File: config.mk
export PLATFORM = sky130hd
export DESIGN_NAME = ift_ctrl
export DESIGN_NICKNAME = d
export VERILOG_FILES = /design/src/design/ift_pkg.sv /design/src/design/ift_edge_det.sv /design/src/design/ift_ctrl.sv
export SDC_FILE = /design/constraint.sdc
export NUM_CORES = 1
export LEC_CHECK = 0
export ABC_CLOCK_PERIOD_IN_PS = 1900
export BUFFER_PORTS_ARGS = -buffer_cell sky130_fd_sc_hd__buf_4
export CORE_UTILIZATION = 35
export CTS_BUF_LIST = sky130_fd_sc_hd__clkbuf_16
export DETAILED_ROUTE_END_ITERATION = 7
export GPL_TIMING_DRIVEN = 0
export PLACE_DENSITY = 0.73
export REMOVE_ABC_BUFFERS = 1
export SLEW_MARGIN = 20
export SYNTH_ARGS = -nofsm -noshare
export SYNTH_HDL_FRONTEND = slang
export SYNTH_SLANG_ARGS = --single-unit
export TNS_END_PERCENT = 5
File: constraint.sdc
create_clock -name clk_sys_in -period 1.9 [get_ports clk_sys_in]
set_input_delay 0.38 -clock clk_sys_in [delete_from_list [all_inputs] [get_ports clk_sys_in]]
set_output_delay 0.38 -clock clk_sys_in [all_outputs]
set_load 0.005 [all_outputs]
File: src/design/ift_pkg.sv
// constants, types and register map of the interrupt flag and trap control block
package ift_pkg;

    // ------------------------------------------------------------
    // register word indices (byte address is four times the index)
    // ------------------------------------------------------------
    localparam logic [3:0]  ADDR_CTRL_ONE    = 4'h0;
    localparam logic [3:0]  ADDR_CTRL_TWO    = 4'h1;
    localparam logic [3:0]  ADDR_FLAGS_BASE  = 4'h2;
    localparam logic [3:0]  ADDR_IRQ_STATUS  = 4'h7;
    localparam logic [3:0]  ADDR_IRQ_MASK    = 4'h8;

    // ------------------------------------------------------------
    // sizes
    // ------------------------------------------------------------
    localparam int          REG_W            = 16;
    localparam int          FLAG_REGS        = 5;
    localparam int          EXT_INPUTS       = 5;
    localparam int          IRQ_BITS         = 6;
    localparam int          IRQ_TRAP_BIT     = 5;
    localparam int          SYNC_STAGES      = 3;

    // ------------------------------------------------------------
    // control register fields
    // ------------------------------------------------------------
    localparam int          ADDR_FAULT_BIT   = 3;
    localparam int          STACK_FAULT_BIT  = 2;
    localparam int          OSC_LOSS_BIT     = 1;
    localparam int          ALT_VECTOR_BIT   = 15;
    localparam int          HOLD_INSTR_BIT   = 14;
    localparam logic [15:0] CTRL_ONE_MASK    = 16'h000E;
    localparam logic [15:0] CTRL_TWO_WMASK   = 16'h801F;
    localparam logic [15:0] CTRL_TWO_RMASK   = 16'hC01F;

    // ------------------------------------------------------------
    // flag register layouts
    // ------------------------------------------------------------
    localparam logic [15:0] FLAGS0_MASK      = 16'h7FFF;
    localparam logic [15:0] FLAGS1_MASK      = 16'hFF1F;
    localparam logic [15:0] FLAGS2_MASK      = 16'h007F;
    localparam logic [15:0] FLAGS2_NOCAN     = 16'h0073;
    localparam logic [15:0] FLAGS3_MASK      = 16'h0666;
    localparam logic [15:0] FLAGS4_MASK      = 16'h0A46;
    localparam logic [15:0] FLAGS4_NOCAN     = 16'h0A06;
    localparam int          EXT0_BIT         = 0;
    localparam int          EXT1_BIT         = 4;
    localparam int          EXT2_BIT         = 13;
    localparam int          EXT3_BIT         = 5;
    localparam int          EXT4_BIT         = 6;
    localparam int          COMPARE2_BIT     = 6;
    localparam int          TIMER2_BIT       = 7;
    localparam int          SERIAL1_BIT      = 9;
    localparam int          CAN_EVENT_BIT    = 3;
    localparam int          CAN_EXT_BIT      = 2;
    localparam int          PWM_MATCH_BIT    = 9;
    localparam int          UART2_ERR_BIT    = 2;
    localparam int          UART1_ERR_BIT    = 1;

    // ------------------------------------------------------------
    // reset values
    // ------------------------------------------------------------
    localparam logic [15:0] RESET_WORD       = 16'h0000;
    localparam logic [31:0] RESET_DATA       = 32'h0000_0000;

    // ------------------------------------------------------------
    // types
    // ------------------------------------------------------------
    typedef struct packed {
        logic [15:0] four;
        logic [15:0] three;
        logic [15:0] two;
        logic [15:0] one;
        logic [15:0] zero;
    } ift_flags_t;

    typedef struct packed {
        logic address_fault;
        logic stack_fault;
        logic osc_loss;
    } ift_trap_t;

    typedef enum logic [1:0] {
        BUS_IDLE = 2'b00,
        BUS_ACK  = 2'b01
    } ift_bus_state_t;

endpackage

File: src/design/ift_edge_det.sv
// synchroniser and selectable edge detector for the external interrupt inputs
`timescale 1ns/100ps
`default_nettype none
module ift_edge_det #(
    parameter int N = 5
) (
    input  wire logic         clk_sys_in,
    input  wire logic         rst_n_in,
    input  wire logic [N-1:0] pin_in,
    input  wire logic [N-1:0] falling_sel_in,
    output logic      [N-1:0] edge_out
);
    genvar i;
    generate
        for (i = 0; i < N; i++) begin : g_pin
            logic s1_reg;
            logic s2_reg;
            logic s3_reg;
            logic level_reg;
            logic pulse_reg;

            always_ff @(posedge clk_sys_in or negedge rst_n_in) begin
                if (!rst_n_in) begin
                    s1_reg <= 1'b0;
                    s2_reg <= 1'b0;
                    s3_reg <= 1'b0;
                end else begin
                    s1_reg <= pin_in[i];
                    s2_reg <= s1_reg;
                    s3_reg <= s2_reg;
                end
            end

            // (RULE6) polarity edge select
            always_ff @(posedge clk_sys_in or negedge rst_n_in) begin
                if (!rst_n_in) begin
                    level_reg <= 1'b0;
                    pulse_reg <= 1'b0;
                end else begin
                    pulse_reg <= 1'b0;
                    if ((s2_reg == s3_reg) && (s2_reg != level_reg)) begin
                        level_reg <= s2_reg;
                        pulse_reg <= falling_sel_in[i] ? ~s2_reg : s2_reg;
                    end
                end
            end

            assign edge_out[i] = pulse_reg;
        end
    endgenerate
endmodule
`default_nettype wire

File: src/design/ift_ctrl.sv
// register file for trap status, interrupt control and request flags
`timescale 1ns/100ps
`default_nettype none

// Operation
// (RULE1) address fault trap sets control one bit 3, else reads zero
// (RULE2) stack fault trap sets control one bit 2, else reads zero
// (RULE3) oscillator loss trap sets control one bit 1, else reads zero
// (RULE4) control two bit 15 selects alternate vector table when one
// (RULE5) control two bits 4..0 hold edge polarity for external inputs 0..4
// (RULE6) polarity one requests on falling edge, zero on rising edge
// (RULE7) implemented flags read one once requested, are read/write, reset zero
// (RULE8) unimplemented bits read zero and ignore writes
// (RULE9) flags zero: external 0 bit 0, capture 1 bit 1, compare 1 bit 2
// (RULE10) flags zero: compare 2 at bit 6, timer 2 at bit 7
// (RULE11) flags zero: serial fault at bit 9, bit 15 unimplemented
// (RULE12) flags two: CAN event bit 3, CAN external bit 2, absent without CAN
// (RULE13) flags three bit 9 set on PWM special event match
// (RULE14) flags three bit 5 set on selected edge of external input 3
// (RULE15) flags four: second UART error bit 2, first UART error bit 1
// (RULE16) hardware only sets flags; software clears them by writing
// (RULE17) control two bit 14 reads one while interrupt hold instruction active
// (RULE18) trap bits stay set until software writes them to zero
module ift_ctrl
    import ift_pkg::*;
#(
    parameter bit CAN_PRESENT = 1'b1
) (
    input  wire logic                clk_sys_in,
    input  wire logic                rst_n_in,
    input  wire logic [3:0]          avs_address_in,
    input  wire logic                avs_read_in,
    input  wire logic                avs_write_in,
    input  wire logic [31:0]         avs_writedata_in,
    input  wire logic [3:0]          avs_byteenable_in,
    output logic      [31:0]         avs_readdata_out,
    output logic                     avs_waitrequest_out,
    input  wire ift_pkg::ift_flags_t periph_set_in,
    input  wire ift_pkg::ift_trap_t  trap_set_in,
    input  wire logic                irq_hold_instr_active_in,
    input  wire logic [4:0]          ext_pin_in,
    output ift_pkg::ift_flags_t      flags_out,
    output logic                     alt_vector_table_select_out,
    output logic                     irq_out
);
    import ift_pkg::*;

    // ------------------------------------------------------------
    // declarations
    // ------------------------------------------------------------
    ift_bus_state_t                 bus_state_reg;
    logic                           waitrequest_reg;
    logic [31:0]                    readdata_reg;
    logic [31:0]                    readdata_next;
    logic [15:0]                    ctrl_one_reg;
    logic [15:0]                    ctrl_one_next;
    logic                           alt_vector_reg;
    logic                           hold_instr_reg;
    logic [4:0]                     polarity_reg;
    logic [FLAG_REGS-1:0][15:0]     flags_reg;
    logic [FLAG_REGS-1:0][15:0]     impl_mask;
    logic [FLAG_REGS-1:0][15:0]     ext_pos_mask;
    logic [FLAG_REGS-1:0][15:0]     ext_set;
    logic [FLAG_REGS-1:0][15:0]     periph_bits;
    logic [FLAG_REGS-1:0][15:0]     hw_set;
    logic [IRQ_BITS-1:0]            irq_status_reg;
    logic [IRQ_BITS-1:0]            irq_status_next;
    logic [IRQ_BITS-1:0]            irq_mask_reg;
    logic [IRQ_BITS-1:0]            irq_event;
    logic                           irq_reg;
    logic [4:0]                     ext_edge;
    logic [15:0]                    wmask;
    logic [15:0]                    wdata;
    logic                           wr_hit;
    logic [FLAG_REGS-1:0]           flag_sel;

    // ------------------------------------------------------------
    // external input edge detection
    // ------------------------------------------------------------
    ift_edge_det #(
        .N (EXT_INPUTS)
    ) u_edge (
        .clk_sys_in     (clk_sys_in),
        .rst_n_in       (rst_n_in),
        .pin_in         (ext_pin_in),
        .falling_sel_in (polarity_reg),
        .edge_out       (ext_edge)
    );

    // ------------------------------------------------------------
    // layout masks and set sources
    // ------------------------------------------------------------
    // (RULE8) implemented bit masks
    // (RULE11) flags zero top bit absent
    // (RULE12) CAN bits removed without CAN
    assign impl_mask[0] = FLAGS0_MASK;
    assign impl_mask[1] = FLAGS1_MASK;
    assign impl_mask[2] = CAN_PRESENT ? FLAGS2_MASK : FLAGS2_NOCAN;
    assign impl_mask[3] = FLAGS3_MASK;
    assign impl_mask[4] = CAN_PRESENT ? FLAGS4_MASK : FLAGS4_NOCAN;

    // (RULE14) external edges to flag positions
    // (RULE9) external 0 at flags zero bit 0
    always_comb begin
        ext_set      = '0;
        ext_pos_mask = '0;
        ext_set[0][EXT0_BIT]      = ext_edge[0];
        ext_set[1][EXT1_BIT]      = ext_edge[1];
        ext_set[1][EXT2_BIT]      = ext_edge[2];
        ext_set[3][EXT3_BIT]      = ext_edge[3];
        ext_set[3][EXT4_BIT]      = ext_edge[4];
        ext_pos_mask[0][EXT0_BIT] = 1'b1;
        ext_pos_mask[1][EXT1_BIT] = 1'b1;
        ext_pos_mask[1][EXT2_BIT] = 1'b1;
        ext_pos_mask[3][EXT3_BIT] = 1'b1;
        ext_pos_mask[3][EXT4_BIT] = 1'b1;
    end

    // (RULE10) peripheral requests land at their bit positions
    // (RULE13) PWM match sets flags three bit 9
    // (RULE15) UART errors set flags four bits 2 and 1
    assign periph_bits = periph_set_in;

    // ------------------------------------------------------------
    // bus decode
    // ------------------------------------------------------------
    assign wr_hit = (bus_state_reg == BUS_ACK) && avs_write_in;
    assign wmask  = {{8{avs_byteenable_in[1]}}, {8{avs_byteenable_in[0]}}};
    assign wdata  = avs_writedata_in[15:0];

    always_comb begin
        readdata_next = RESET_DATA;
        case (avs_address_in)
            ADDR_CTRL_ONE: begin
                readdata_next[15:0] = ctrl_one_reg & CTRL_ONE_MASK;
            end
            ADDR_CTRL_TWO: begin
                readdata_next[ALT_VECTOR_BIT] = alt_vector_reg;
                readdata_next[HOLD_INSTR_BIT] = hold_instr_reg;
                readdata_next[4:0]            = polarity_reg;
            end
            ADDR_IRQ_STATUS: begin
                readdata_next[IRQ_BITS-1:0] = irq_status_reg;
            end
            ADDR_IRQ_MASK: begin
                readdata_next[IRQ_BITS-1:0] = irq_mask_reg;
            end
            default: begin
                for (int k = 0; k < FLAG_REGS; k++) begin
                    if (avs_address_in == ADDR_FLAGS_BASE + 4'(k)) begin
                        readdata_next[15:0] = flags_reg[k] & impl_mask[k];
                    end
                end
            end
        endcase
    end

    // ------------------------------------------------------------
    // bus slave state machine
    // ------------------------------------------------------------
    always_ff @(posedge clk_sys_in or negedge rst_n_in) begin
        if (!rst_n_in) begin
            bus_state_reg   <= BUS_IDLE;
            waitrequest_reg <= 1'b1;
            readdata_reg    <= RESET_DATA;
        end else begin
            case (bus_state_reg)
                BUS_IDLE: begin
                    if (avs_read_in || avs_write_in) begin
                        bus_state_reg   <= BUS_ACK;
                        waitrequest_reg <= 1'b0;
                        readdata_reg    <= avs_read_in ? readdata_next : RESET_DATA;
                    end
                end
                BUS_ACK: begin
                    bus_state_reg   <= BUS_IDLE;
                    waitrequest_reg <= 1'b1;
                end
                default: begin
                    bus_state_reg   <= BUS_IDLE;
                    waitrequest_reg <= 1'b1;
                end
            endcase
        end
    end

    // ------------------------------------------------------------
    // control register one: trap status
    // ------------------------------------------------------------
    always_comb begin
        ctrl_one_next = ctrl_one_reg;
        if (wr_hit && (avs_address_in == ADDR_CTRL_ONE)) begin
            ctrl_one_next = (ctrl_one_reg & ~wmask) | (wdata & wmask);
        end
        // (RULE1) address fault sets bit 3
        ctrl_one_next[ADDR_FAULT_BIT]  = ctrl_one_next[ADDR_FAULT_BIT] | trap_set_in.address_fault;
        // (RULE2) stack fault sets bit 2
        ctrl_one_next[STACK_FAULT_BIT] = ctrl_one_next[STACK_FAULT_BIT] | trap_set_in.stack_fault;
        // (RULE3) oscillator loss sets bit 1
        ctrl_one_next[OSC_LOSS_BIT]    = ctrl_one_next[OSC_LOSS_BIT] | trap_set_in.osc_loss;
        ctrl_one_next = ctrl_one_next & CTRL_ONE_MASK;
    end

    // (RULE18) trap bits held until written
    always_ff @(posedge clk_sys_in or negedge rst_n_in) begin
        if (!rst_n_in) begin
            ctrl_one_reg <= RESET_WORD;
        end else begin
            ctrl_one_reg <= ctrl_one_next;
        end
    end

    // ------------------------------------------------------------
    // control register two
    // ------------------------------------------------------------
    // (RULE4) vector table select
    // (RULE5) polarity bits stored
    always_ff @(posedge clk_sys_in or negedge rst_n_in) begin
        if (!rst_n_in) begin
            alt_vector_reg <= 1'b0;
            polarity_reg   <= 5'h00;
        end else if (wr_hit && (avs_address_in == ADDR_CTRL_TWO)) begin
            if (wmask[ALT_VECTOR_BIT] && CTRL_TWO_WMASK[ALT_VECTOR_BIT]) begin
                alt_vector_reg <= wdata[ALT_VECTOR_BIT];
            end
            polarity_reg <= (polarity_reg & ~wmask[4:0]) | (wdata[4:0] & wmask[4:0]);
        end
    end

    // (RULE17) hold instruction status tracks core
    always_ff @(posedge clk_sys_in or negedge rst_n_in) begin
        if (!rst_n_in) begin
            hold_instr_reg <= 1'b0;
        end else begin
            hold_instr_reg <= irq_hold_instr_active_in;
        end
    end

    // ------------------------------------------------------------
    // request flag registers
    // ------------------------------------------------------------
    genvar g;
    generate
        for (g = 0; g < FLAG_REGS; g++) begin : g_flags
            logic [15:0] flag_next;

            assign flag_sel[g] = wr_hit && (avs_address_in == ADDR_FLAGS_BASE + 4'(g));
            assign hw_set[g]   = ((periph_bits[g] & ~ext_pos_mask[g]) | ext_set[g])
                                 & impl_mask[g];
            assign irq_event[g] = |(hw_set[g] & ~flags_reg[g]);

            // (RULE7) software write then hardware set
            // (RULE16) set wins over software clear
            always_comb begin
                flag_next = flags_reg[g];
                if (flag_sel[g]) begin
                    flag_next = (flags_reg[g] & ~wmask) | (wdata & wmask);
                end
                flag_next = (flag_next | hw_set[g]) & impl_mask[g];
            end

            always_ff @(posedge clk_sys_in or negedge rst_n_in) begin
                if (!rst_n_in) begin
                    flags_reg[g] <= RESET_WORD;
                end else begin
                    flags_reg[g] <= flag_next;
                end
            end
        end
    endgenerate

    // ------------------------------------------------------------
    // interrupt status, mask and output
    // ------------------------------------------------------------
    assign irq_event[IRQ_TRAP_BIT] = |(ctrl_one_next & ~ctrl_one_reg);

    always_comb begin
        irq_status_next = irq_status_reg;
        if (wr_hit && (avs_address_in == ADDR_IRQ_STATUS) && avs_byteenable_in[0]) begin
            irq_status_next = irq_status_reg & ~avs_writedata_in[IRQ_BITS-1:0];
        end
        irq_status_next = irq_status_next | irq_event;
    end

    always_ff @(posedge clk_sys_in or negedge rst_n_in) begin
        if (!rst_n_in) begin
            irq_status_reg <= '0;
            irq_mask_reg   <= '0;
            irq_reg        <= 1'b0;
        end else begin
            irq_status_reg <= irq_status_next;
            if (wr_hit && (avs_address_in == ADDR_IRQ_MASK) && avs_byteenable_in[0]) begin
                irq_mask_reg <= avs_writedata_in[IRQ_BITS-1:0];
            end
            irq_reg <= |(irq_status_reg & irq_mask_reg);
        end
    end

    // ------------------------------------------------------------
    // outputs
    // ------------------------------------------------------------
    assign avs_readdata_out            = readdata_reg;
    assign avs_waitrequest_out         = waitrequest_reg;
    assign flags_out                   = flags_reg;
    assign alt_vector_table_select_out = alt_vector_reg;
    assign irq_out                     = irq_reg;
endmodule
`default_nettype wire

==> results of run 1 <==
==> metal layers <==
metal	vias up	global-route usage	routed length, um
met4	0	0.0710	399
met3	25	0.0651	1670
met1	2491	0.282	7370
met2	246	0.336	8120
met5	-	0	0
li1	2282	-	-
==> power groups by stage <==
| stage | Sequential (W) | Clock [W] | Combinational (W) |
|---|---|---|---|
| global placement | 0.00269 | 0 | 0.000701 |
| finish | 0.00265 | 0.00173 | 0.000742 |
| floorplan | 0.00265 | 0 | 0.000299 |
| detailed placement | 0.00269 | 0 | 0.000732 |
| global route | 0.00266 | 0.00186 | 0.000820 |
| CTS | 0.00264 | 0.00178 | 0.000739 |
==> final cells by class <==
type,instances,area [um2],area share
Clock buffer,9,225,0.0313
Timing Repair Buffer,150,1160,0.162
Sequential cell,112,2810,0.390
Tap cell,216,270,0.0376
Multi-Input combinational cell,414,2490,0.347
Inverter,53,199,0.0277
Clock inverter,7,32.5,0.00453
==> through the flow <==
step	TNS (ns)	worst slack (ns)	std cells	hold slack, ns
2_1_floorplan	-0.290	-0.157	579	0.0844
5_1_grt	-0.0867	-0.0549	961	0.110
4_1_cts	0	0.0116	960	0.110
3_5_place_dp	-18.16	-0.775	938	0.336
6_report	0	0.0362	961	0.125
3_3_place_gp	-34.18	-0.927	935	0.332
==> what timing repair did <==
action,4_1_cts,5_1_grt
buffers inserted,5,1
pin swaps,1,1
hold buffers,1,0
hold endpoints to repair,15,0
endpoints found under the setup margin,46,14
resized for setup,5,4
==> logic make-up (layout without fill, tap and decap cells) <==
| kind of cell | after synthesis | count (layout) | synth area share |
|---|---|---|---|
| adder cells (fa/ha/maj) | 5 | 5 | 0.00867 |
| other | 1 | 50 | 0.000650 |
| AO/OA/AOI/OAI | 111 | 111 | 0.138 |
| buffers and inverters | 126 | 219 | 0.118 |
| flip-flops | 112 | 112 | 0.486 |
| AND/OR/NAND/NOR | 217 | 217 | 0.192 |
| multiplexers | 31 | 31 | 0.0568 |
==> worst max path at each step <==
stage	from	endpoint	cells after the start	slack, ns
final	bus_state_reg[0]	flags_out[19]	5	0.04
after floorplan	bus_state_reg[0]	flags_out[19]	5	-0.16
after global placement	avs_address_in[0]	flags_out[4]	5	-0.93
after detailed placement	bus_state_reg[0]	flags_out[19]	5	-0.77
after CTS	bus_state_reg[0]	flags_out[19]	5	0.01
after global routing	bus_state_reg[0]	flags_out[19]	5	-0.05
==> critical path, cell delays in order (launching register included) <==
cell     delay (ns)
dfrtp_2        0.43
and3_4         0.32
nor3b_4        0.31
and3_2         0.35
nor2b_1        0.07
a211o_1        0.27
==> placed cells by master (no fill, tap or decap), types with 4 or more instances in the layout <==
cell | synthesis | layout
a211o_1 | 8 | 8
a21oi_1 | 12 | 12
a221oi_1 | 6 | 6
a222oi_1 | 5 | 5
a22oi_1 | 10 | 10
buf_4 | 53 | 144
buf_6 | 0 | 4
clkbuf_16 | 0 | 9
conb_1 | 1 | 50
dfrtp_1 | 111 | 110
inv_1 | 53 | 56
maj3_1 | 5 | 5
mux2_2 | 14 | 14
mux2i_1 | 17 | 17
nand2_1 | 89 | 87
nand2b_1 | 7 | 7
nand3_1 | 45 | 45
nand3b_1 | 9 | 9
nor2_1 | 24 | 24
nor2b_1 | 13 | 12
nor3_1 | 4 | 4
o211ai_1 | 4 | 4
o21ai_0 | 16 | 16
o221ai_1 | 4 | 4
o22ai_1 | 14 | 14
o31ai_1 | 6 | 6
or4bb_1 | 10 | 10
==> Yosys cell counts (2+ instances only) <==
master	number	area [um2]
a222oi_1	5	50.1
and2_1	3	18.8
a31oi_1	3	18.8
inv_1	53	199
nand3b_1	9	67.6
o22ai_1	14	87.6
a32oi_1	2	17.5
a21o_1	3	22.5
a21boi_0	3	22.5
o32ai_1	2	17.5
clkbuf_1	11	41.3
o21ai_0	16	80.1
mux2i_1	17	170
buf_4	53	398
a221oi_1	6	52.6
mux2_2	14	158
o22a_1	2	17.5
nand3_1	45	225
o211ai_1	4	30.0
o21a_1	2	15.0
nor3_1	4	20.0
a211o_1	8	70.1
maj3_1	5	50.1
o221ai_1	4	35.0
buf_2	7	35.0
a22oi_1	10	75.1
nor2b_1	13	81.3
buf_1	2	7.51
a311o_1	2	20.0
dfrtp_1	111	2780
o41ai_1	2	17.5
a21oi_1	12	60.1
nor2_1	24	90.1
nand2_1	89	334
nand2b_1	7	43.8
o31ai_1	6	45.0
and3_1	3	18.8
or4bb_1	10	113
==> results.md, run 1 <==
* Ports at between 200 and 250
* Critical path fanouts, max at 15
* Post-synth top flop: dfrtp_1
* Total CTS buffers at 9
* Starting density of the core at 0.361
* Final Hold Fails at 0
* R2R depth at 5
* Minimum clock period at roughly 1.9 ns
* Initial DRC count at slightly below 400
* Share of cells above drive strength 1 at 0.254
* Flop2flop setup slack at around 0.036 ns
* Kind of critical path: flip-flop to flip-flop
* Crit. End Element: flip-flop
* Clock sink count at ~110
* Remaining DRCs at 0
* Period utilisation layout at 0.981
* Tightest Hold Check Type: input pin to flip-flop
* Synth Cell Area at between 5000 and 6000 um2
* Post-Syn Instances at roughly 600
* Skew-Pair Late Insertion Delay at 0.36 ns
* TritonRoute pass-1 iters at 6
* Die W at between 100 and 150 um
* Sw Ratio at 0.270
* Clock transition at path regs at 0.07 ns
* Syn Area/Cell at between 9 and 10 um2
* P_sw at 0.00138 W
* H-tree levels at 3
* Final core utilization at 0.449
* Startpoint types: flip-flop
* Area of the die at roughly 17000 um2
* Depth of the worst hold-timing path at 1
* YS warnings at 0
* Post-route cell area at slightly above 7000 um2
* Synth cell types at 55
* Max-cap violations at 0
* Total power at approximately 0.0051 W
* Status: complete, no violations
* Synthesis-stage register bit count at between 100 and 150
* Longest Clk Path Bufs at 2
* Area delta synth->final at 24.5%
* Max reg flops at 46
* Worst Tran Pin Value at roughly 0.62 ns
* IO Port Bufs at between 100 and 150
* Async SR Flop Fraction at 1.00
* Pin count of the biggest net entering global routing at slightly below 60
* Unrepaired setup endpoints after global routing: true
* Leakage Power at ~3.4 nW
* GRT overflow at 0
* Layout Skew at 0.00919 ns
* Root buffer cell: clkbuf_16
* Seq/Total Area, Yosys at 0.486
* Final wirelength at between 15000 and 20000 um
* Clock power share at 0.337
* Worst Hold Endpoint: u_edge.g_pin[1].s1_reg
* CP Data Arrival Time at about 2.1 ns
* Avg WL per Cell at 18.3 um
* First-pass GRT wire length at 26800 um
* Final GP Congestion at between 0.9 and 1
* Die height at between 100 and 150 um
* Cell area power density at 712 nW/um2
* Combinational share of power at 0.145
* Sequential cell fraction of total power at 0.518
* Nets at ~870
* Hold path startpoint: ext_pin_in[1]
* # fillers at 1604
* Max IR drop VDD at ~0.00046 V
* P_int at 0.00374 W
* R2r startpoint: bus_state_reg[0]
* Number of diodes at 0
* Initial antenna violation count at 0
* Vias in the first global route at approximately 4700
* Critical Path RT at 2.14 ns
* DP HPWL at roughly 13000 um
* RR Endpoint: flags_out[19]
* Max Slew Vio Count at 0
* CTS tree: yes
* Maximum clock frequency at 0.537 GHz
* Vias post-DR at 5044
* Worst slew margin at 0.585
* Std-Cell Rows at 46
* Post-route ant nets at 0
* Placed cell areas at slightly below 7000 um2
* Core ar. at around 16000 um2
* Finish-stage setup viols at 0
* Via density at around 5.2
* Global Route Usage Sum at 0.214
* Post-synth EDFFs at 0
Note: power is estimated with default switching activity, not from simulation.
==> run 2: changes to the inputs <==
--- a/config.mk
+++ b/config.mk
@@ -11,6 +11,7 @@
 export CTS_BUF_LIST = sky130_fd_sc_hd__clkbuf_16
 export DETAILED_ROUTE_END_ITERATION = 7
 export GPL_TIMING_DRIVEN = 0
+export MAX_ROUTING_LAYER = met4
 export PLACE_DENSITY = 0.73
 export REMOVE_ABC_BUFFERS = 1
 export SLEW_MARGIN = 20
==> results.md, run 2 (synthesized netlist as in run 1, its figures left out) <==
* Maximum clock frequency at between 0.5 and 0.6 GHz
* Die height at 130 um
* DP Cell Count at 937
* Std-Cell Rows at 46
* Minimum clock period at roughly 1.8 ns
* Final core utilization at 0.452
* Area of the die at approximately 17000 um2
* GRT overflow at 0
* Max IR drop VDD at ~0.00047 V
* Startpoint types: flip-flop
* Final wirelength at around 18000 um
* Pin count of the biggest net entering global routing at just under 60
* Leakage Power at 3.45 nW
* Share of cells above drive strength 1 at 0.255
* IO Port Bufs at 140
* Initial antenna violation count at 0
* Clock power share at 0.359
* Sw Ratio at 0.265
* Register area at approximately 2800 um2
* Area delta synth->final at 25.2%
* H-tree levels at 3
* Total CTS buffers at 9
* Cell area power density at around 730 nW/um2
* Final Hold Fails at 0
* Worst slew margin at 0.442
* Flop2flop setup slack at 0.09 ns
* Unrepaired setup endpoints after global routing: false
* Layout Skew at 0.00895 ns
* Worst Tran Pin Value at roughly 0.84 ns
* Most frequent cells in the layout: buf_4, dfrtp_1, nand2_1, inv_1, conb_1
* Kind of critical path: flip-flop to flip-flop
* CTS tree: yes
* Max Slew Vio Count at 0
* Longest Clk Path Bufs at 2
* Initial DRC count at slightly below 400
* Max-cap violations at 0
* Global Route Usage Sum at 0.221
* Crit path max-delay cell type: dfrtp_2
* CP dominant cell by count: nand2_1
* P_int at 0.00388 W
* Finish-stage setup viols at 0
* Starting density of the core at 0.361
* Sequential cell fraction of total power at 0.501
* CP Cell Sequence: and3_4 > nor3b_4 > buf_4 > nand2_1 > nand2_1 > nand3_1
* Post-route ant nets at 0
* Period utilisation layout at 0.954
* Root buffer cell: clkbuf_16
* Most common cell after layout, fill and taps aside: buf_4
* Vias in the first global route at ~4700
* Skew-Pair Late Insertion Delay at around 0.36 ns
* Nets at between 800 and 900
* P_sw at 0.00140 W
* CP peak stage delay at roughly 0.42 ns
* Max reg flops at 46
* Combinational share of power at 0.140
* Avg WL per Cell at 18.5 um
* Post-Place Worst Slack at -0.744 ns
* Crit. End Element: flip-flop
* Critical Path RT at between 2 and 2.5 ns
* Die W at 130 um
* First-pass GRT wire length at ~27000 um
* # fillers at about 1600
* Core ar. at between 15000 and 20000 um2
* Final WS setup at 0.0865 ns
* Tightest Hold Check Type: input pin to flip-flop
* Vias post-DR at a little under 5000
* Clock sink count at between 100 and 150
* Area of the multi-input gates at 2490 um2
* Critical path fanouts, max at 9
* Remaining DRCs at 0
* Final GP Congestion at 0.898
* Ports at around 250
* Via density at just over 5
* Number of diodes at 0
* Final cell count without fillers at ~960
* DP HPWL at between 10000 and 15000 um
* Clock transition at path regs at 0.08 ns
* Status: complete, no violations
* CP Data Arrival Time at a little over 2 ns
* TritonRoute pass-1 iters at 5
[run 2: worst max-delay path, delay by kind of cell (launching register included)]
kind | cells | cell delay [ns]
simple gates | 5 | 1.07
flops | 1 | 0.42
buf+inv | 1 | 0.19
[run 2: power by group through the flow]
stage,Sequential (W),Combinational (W),Clock (W)
after floorplan,0.00265,0.000299,0
after global placement,0.00269,0.000701,0
after detailed placement,0.00269,0.000721,0
after CTS,0.00264,0.000730,0.00194
after global routing,0.00266,0.000815,0.00201
final,0.00265,0.000738,0.00189
[run 2: layout make-up]
class	instances	share of cell area
Clock inverter	7	0.00900
Tap cell	216	0.0374
Clock buffer	9	0.0312
Multi-Input combinational cell	414	0.345
Sequential cell	112	0.388
Inverter	53	0.0275
Timing Repair Buffer	151	0.162
[run 2: per-layer routing]
layer | wire length, um | GRT usage
met5 | 0 | -
met3 | 1740 | 0.0700
met2 | 8260 | 0.332
met4 | 351 | 0.0609
met1 | 7460 | 0.288
[run 2: stage by stage]
stage | hold WS (ns) | power (W) | cell area, um2 | setup TNS, ns
after CTS | 0.112 | 0.00531 | 7190 | 0
after global placement | 0.331 | 0.00339 | 6790 | -33.20
after global routing | 0.117 | 0.00549 | 7230 | 0
final | 0.127 | 0.00528 | 7230 | 0
after floorplan | 0.0844 | 0.00295 | 5470 | -0.290
after detailed placement | 0.335 | 0.00341 | 6850 | -17.46
[run 2: what timing repair did]
action,4_1_cts,5_1_grt
setup endpoints to repair,42,25
pin swaps,1,1
buffers inserted,5,3
resized for setup,4,4
endpoints found under the hold margin,8,0
hold buffers,1,0
[run 2: final timing paths]
kind / to / cells after the start / from
worst max register to register: flags_out[5] / 6 / bus_state_reg[0]
min in group asynchronous: u_edge.g_pin[3].s1_reg / 2 / rst_n_in
max in group asynchronous: avs_waitrequest_out / 3 / rst_n_in
worst max-delay path: flags_out[5] / 6 / bus_state_reg[0]
worst min register to register: u_edge.g_pin[1].s2_reg / 0 / u_edge.g_pin[1].s1_reg
worst min-delay path: u_edge.g_pin[1].s1_reg / 1 / ext_pin_in[1]
==> run 3: changes to the inputs <==
--- a/config.mk
+++ b/config.mk
@@ -5,8 +5,10 @@
 export SDC_FILE = /design/constraint.sdc
 export NUM_CORES = 1
 export LEC_CHECK = 0
+export ABC_AREA = 1
 export ABC_CLOCK_PERIOD_IN_PS = 1900
 export BUFFER_PORTS_ARGS = -buffer_cell sky130_fd_sc_hd__buf_4
+export CAP_MARGIN = 10
 export CORE_UTILIZATION = 35
 export CTS_BUF_LIST = sky130_fd_sc_hd__clkbuf_16
 export DETAILED_ROUTE_END_ITERATION = 7
==> results.md, run 3 <==
* Startpoint types: input pin
* TritonRoute pass-1 iters at 7
* Synth Area in Compound Gates at 0.150
* Die height at 129 um
* Hold path startpoint: ext_pin_in[3]
* Total CTS buffers at 9
* Crit. End Element: flip-flop
* Tightest Hold Check Type: input pin to flip-flop
* Final GP Congestion at around 0.93
* IO Port Bufs at 140
* Share of cells above drive strength 1 at 0.216
* Post-synth top flop: dfrtp_1
* Critical path fanouts, max at 13
* GRT overflow at 0
* Ports at approximately 250
* Cell area power density at ~800 nW/um2
* Avg WL per Cell at between 15 and 20 um
* Pin count of the biggest net entering global routing at 70
* Syn Area/Cell at roughly 8 um2
* Synthesis-stage register bit count at 112
* YS warnings at 0
* Final wirelength at 16600 um
* Post-Syn Instances at around 700
* Starting density of the core at 0.357
* Xor/xnor share of the synthesized area at 0.00778
* Post-synth EDFFs at 0
* Area delta synth->final at 26.7%
* Main combinational cell family by area after synthesis: simple AND/OR/NAND/NOR gates
* Post-route ant nets at 0
* Finish-stage setup viols at 0
* R2r startpoint: bus_state_reg[0]
* DP HPWL at between 10000 and 15000 um
* Initial DRC count at between 300 and 400
* Worst slew margin at 0.594
* Post-synthesis mux area share at 0
* Most frequent cells in the layout: nand2_1, buf_4, dfrtp_1, inv_1, o21ai_0
* Synth area leaders: dfrtp_1, nand2_1, buf_4
* Core ar. at 15800 um2
* H-tree levels at 3
* RR Endpoint: flags_out[27]
* Max IR drop VDD at approximately 0.00046 V
* Area of the die at 16600 um2
* Layout Skew at about 0.0087 ns
* Flop2flop setup slack at between 0.2 and 0.25 ns
* Period utilisation layout at 0.890
* Kind of critical path: input pin to flip-flop
* Vias post-DR at just over 5000
* Status: complete, no violations
* Leakage Power at 3.59 nW
* Clock sink count at roughly 110
* Clock transition at path regs at 0.08 ns
* Final WS setup at between 0.2 and 0.25 ns
* CP Data Arrival Time at 1.96 ns
* Max-cap violations at 0
* Minimum clock period at 1.69 ns
* Vias in the first global route at approximately 4800
* Hold Slack at 0.123 ns
* Final Hold Fails at 0
* Initial antenna violation count at 0
* Die W at around 130 um
* Post-Place Worst Slack at -0.885 ns
* Total power at between 0.005 and 0.006 W
* Yosys top cell area share at 0.493
* Worst Tran Pin Value at just over 0.6 ns
* Most common cell after layout, fill and taps aside: nand2_1
* Maximum clock frequency at about 0.6 GHz
* R2R depth at 7
* Synth Cell Area at between 5000 and 6000 um2
* Area leader, netlist: dfrtp_1
* Number of diodes at 0
* Final core utilization at 0.452
* Synth Area in Adders at 0
* Post-synth top cells: nand2_1, dfrtp_1, inv_1
* Max reg flops at 46
* Via density at between 4 and 5
* Seq/Total Area, Yosys at 0.498
* Worst Hold Endpoint: u_edge.g_pin[3].s1_reg
* Depth of the worst hold-timing path at 1
* Synth Area in Simple Gates at 0.203
* Longest Clk Path Bufs at 2
* Skew-Pair Late Insertion Delay at 0.36 ns
* # fillers at about 1600
* Remaining DRCs at 0
* Critical Path RT at between 2 and 2.5 ns
* First-pass GRT wire length at around 25000 um
* CTS tree: yes
* Max Slew Vio Count at 0
* Fin Setup TNS at 0 ns
* Global Route Usage Sum at 0.211
* Async SR Flop Fraction at 1.00
* Root buffer cell: clkbuf_16
* Synth cell types at 34
* Std-Cell Rows at 46
* Count leader, synth: nand2_1
* Nets at between 900 and 1000
* Unrepaired setup endpoints after global routing: false
run 3: cell types whose count changed in the layout (fill, tap and decap cells not counted), sizes merged, moves of 14 or more:
cell / previous run / this run
mux2i: 17 / 0
nand2: 89 / 184
mux2: 14 / 0
a21oi: 12 / 50
o21ai: 16 / 66
inv: 54 / 101
run 3: layer usage:
layer | vias up | global-route usage | routed length (um)
li1 | 2467 | - | -
met3 | 37 | 0.0503 | 1120
met4 | 0 | 0.0872 | 510
met2 | 188 | 0.330 | 7980
met5 | - | - | 0
met1 | 2435 | 0.261 | 6990
run 3: stage by stage:
stage / std cells / instance area [um2]
floorplan: 692 / 5400
global placement: 1048 / 6720
detailed placement: 1049 / 6750
CTS: 1066 / 7110
global route: 1068 / 7140
finish: 1068 / 7140
run 3: worst max path at each step:
stage / startpoint / end / cells past startpoint
4_1_cts: bus_state_reg[0] / flags_out[27] / 7
3_5_place_dp: avs_address_in[2] / flags_out[9] / 7
2_1_floorplan: avs_address_in[2] / flags_out[10] / 6
5_1_grt: bus_state_reg[0] / flags_out[34] / 7
3_3_place_gp: avs_address_in[2] / flags_out[9] / 7
6_report: avs_address_in[2] / flags_out[13] / 7
run 3: cells by family (layout without fill, tap and decap cells):
kind of cell / count (synthesis) / count (layout)
and+or+nand+nor: 273 / 273
buffers and inverters: 158 / 260
AOI/OAI and AO/OA: 152 / 152
DFF: 112 / 112
xor gates and xnor gates: 5 / 5
other: 1 / 50
run 3: layout make-up:
type                            count  area (um2)  share of cell area
Tap cell                          216         270              0.0379
Multi-Input combinational cell    480        2240               0.314
Clock inverter                      7         111              0.0156
Timing Repair Buffer              144        1110               0.155
Inverter                          100         378              0.0530
Clock buffer                        9         225              0.0316
Sequential cell                   112        2800               0.393
run 3: critical path: stages:
cell,delay [ns]
buf_4,0.13
nor2_2,0.39
nand2_2,0.34
nor3_4,0.36
buf_4,0.21
nand2_1,0.06
o211ai_1,0.09
run 3: timing repair:
action | 4_1_cts | 5_1_grt
buffers inserted | 0 | 2
endpoints found under the setup margin | 21 | 16
pin swaps | 0 | 1
hold endpoints to repair | 42 | 0
hold buffers | 1 | 0
gates resized for setup | 4 | 3
run 3: power breakdown:
part	leakage [nW]	switching (W)	internal (W)
Sequential	1.21	0.000126	0.00255
Clock	0.167	0.000875	0.00128
Combinational	2.22	0.000441	0.000329
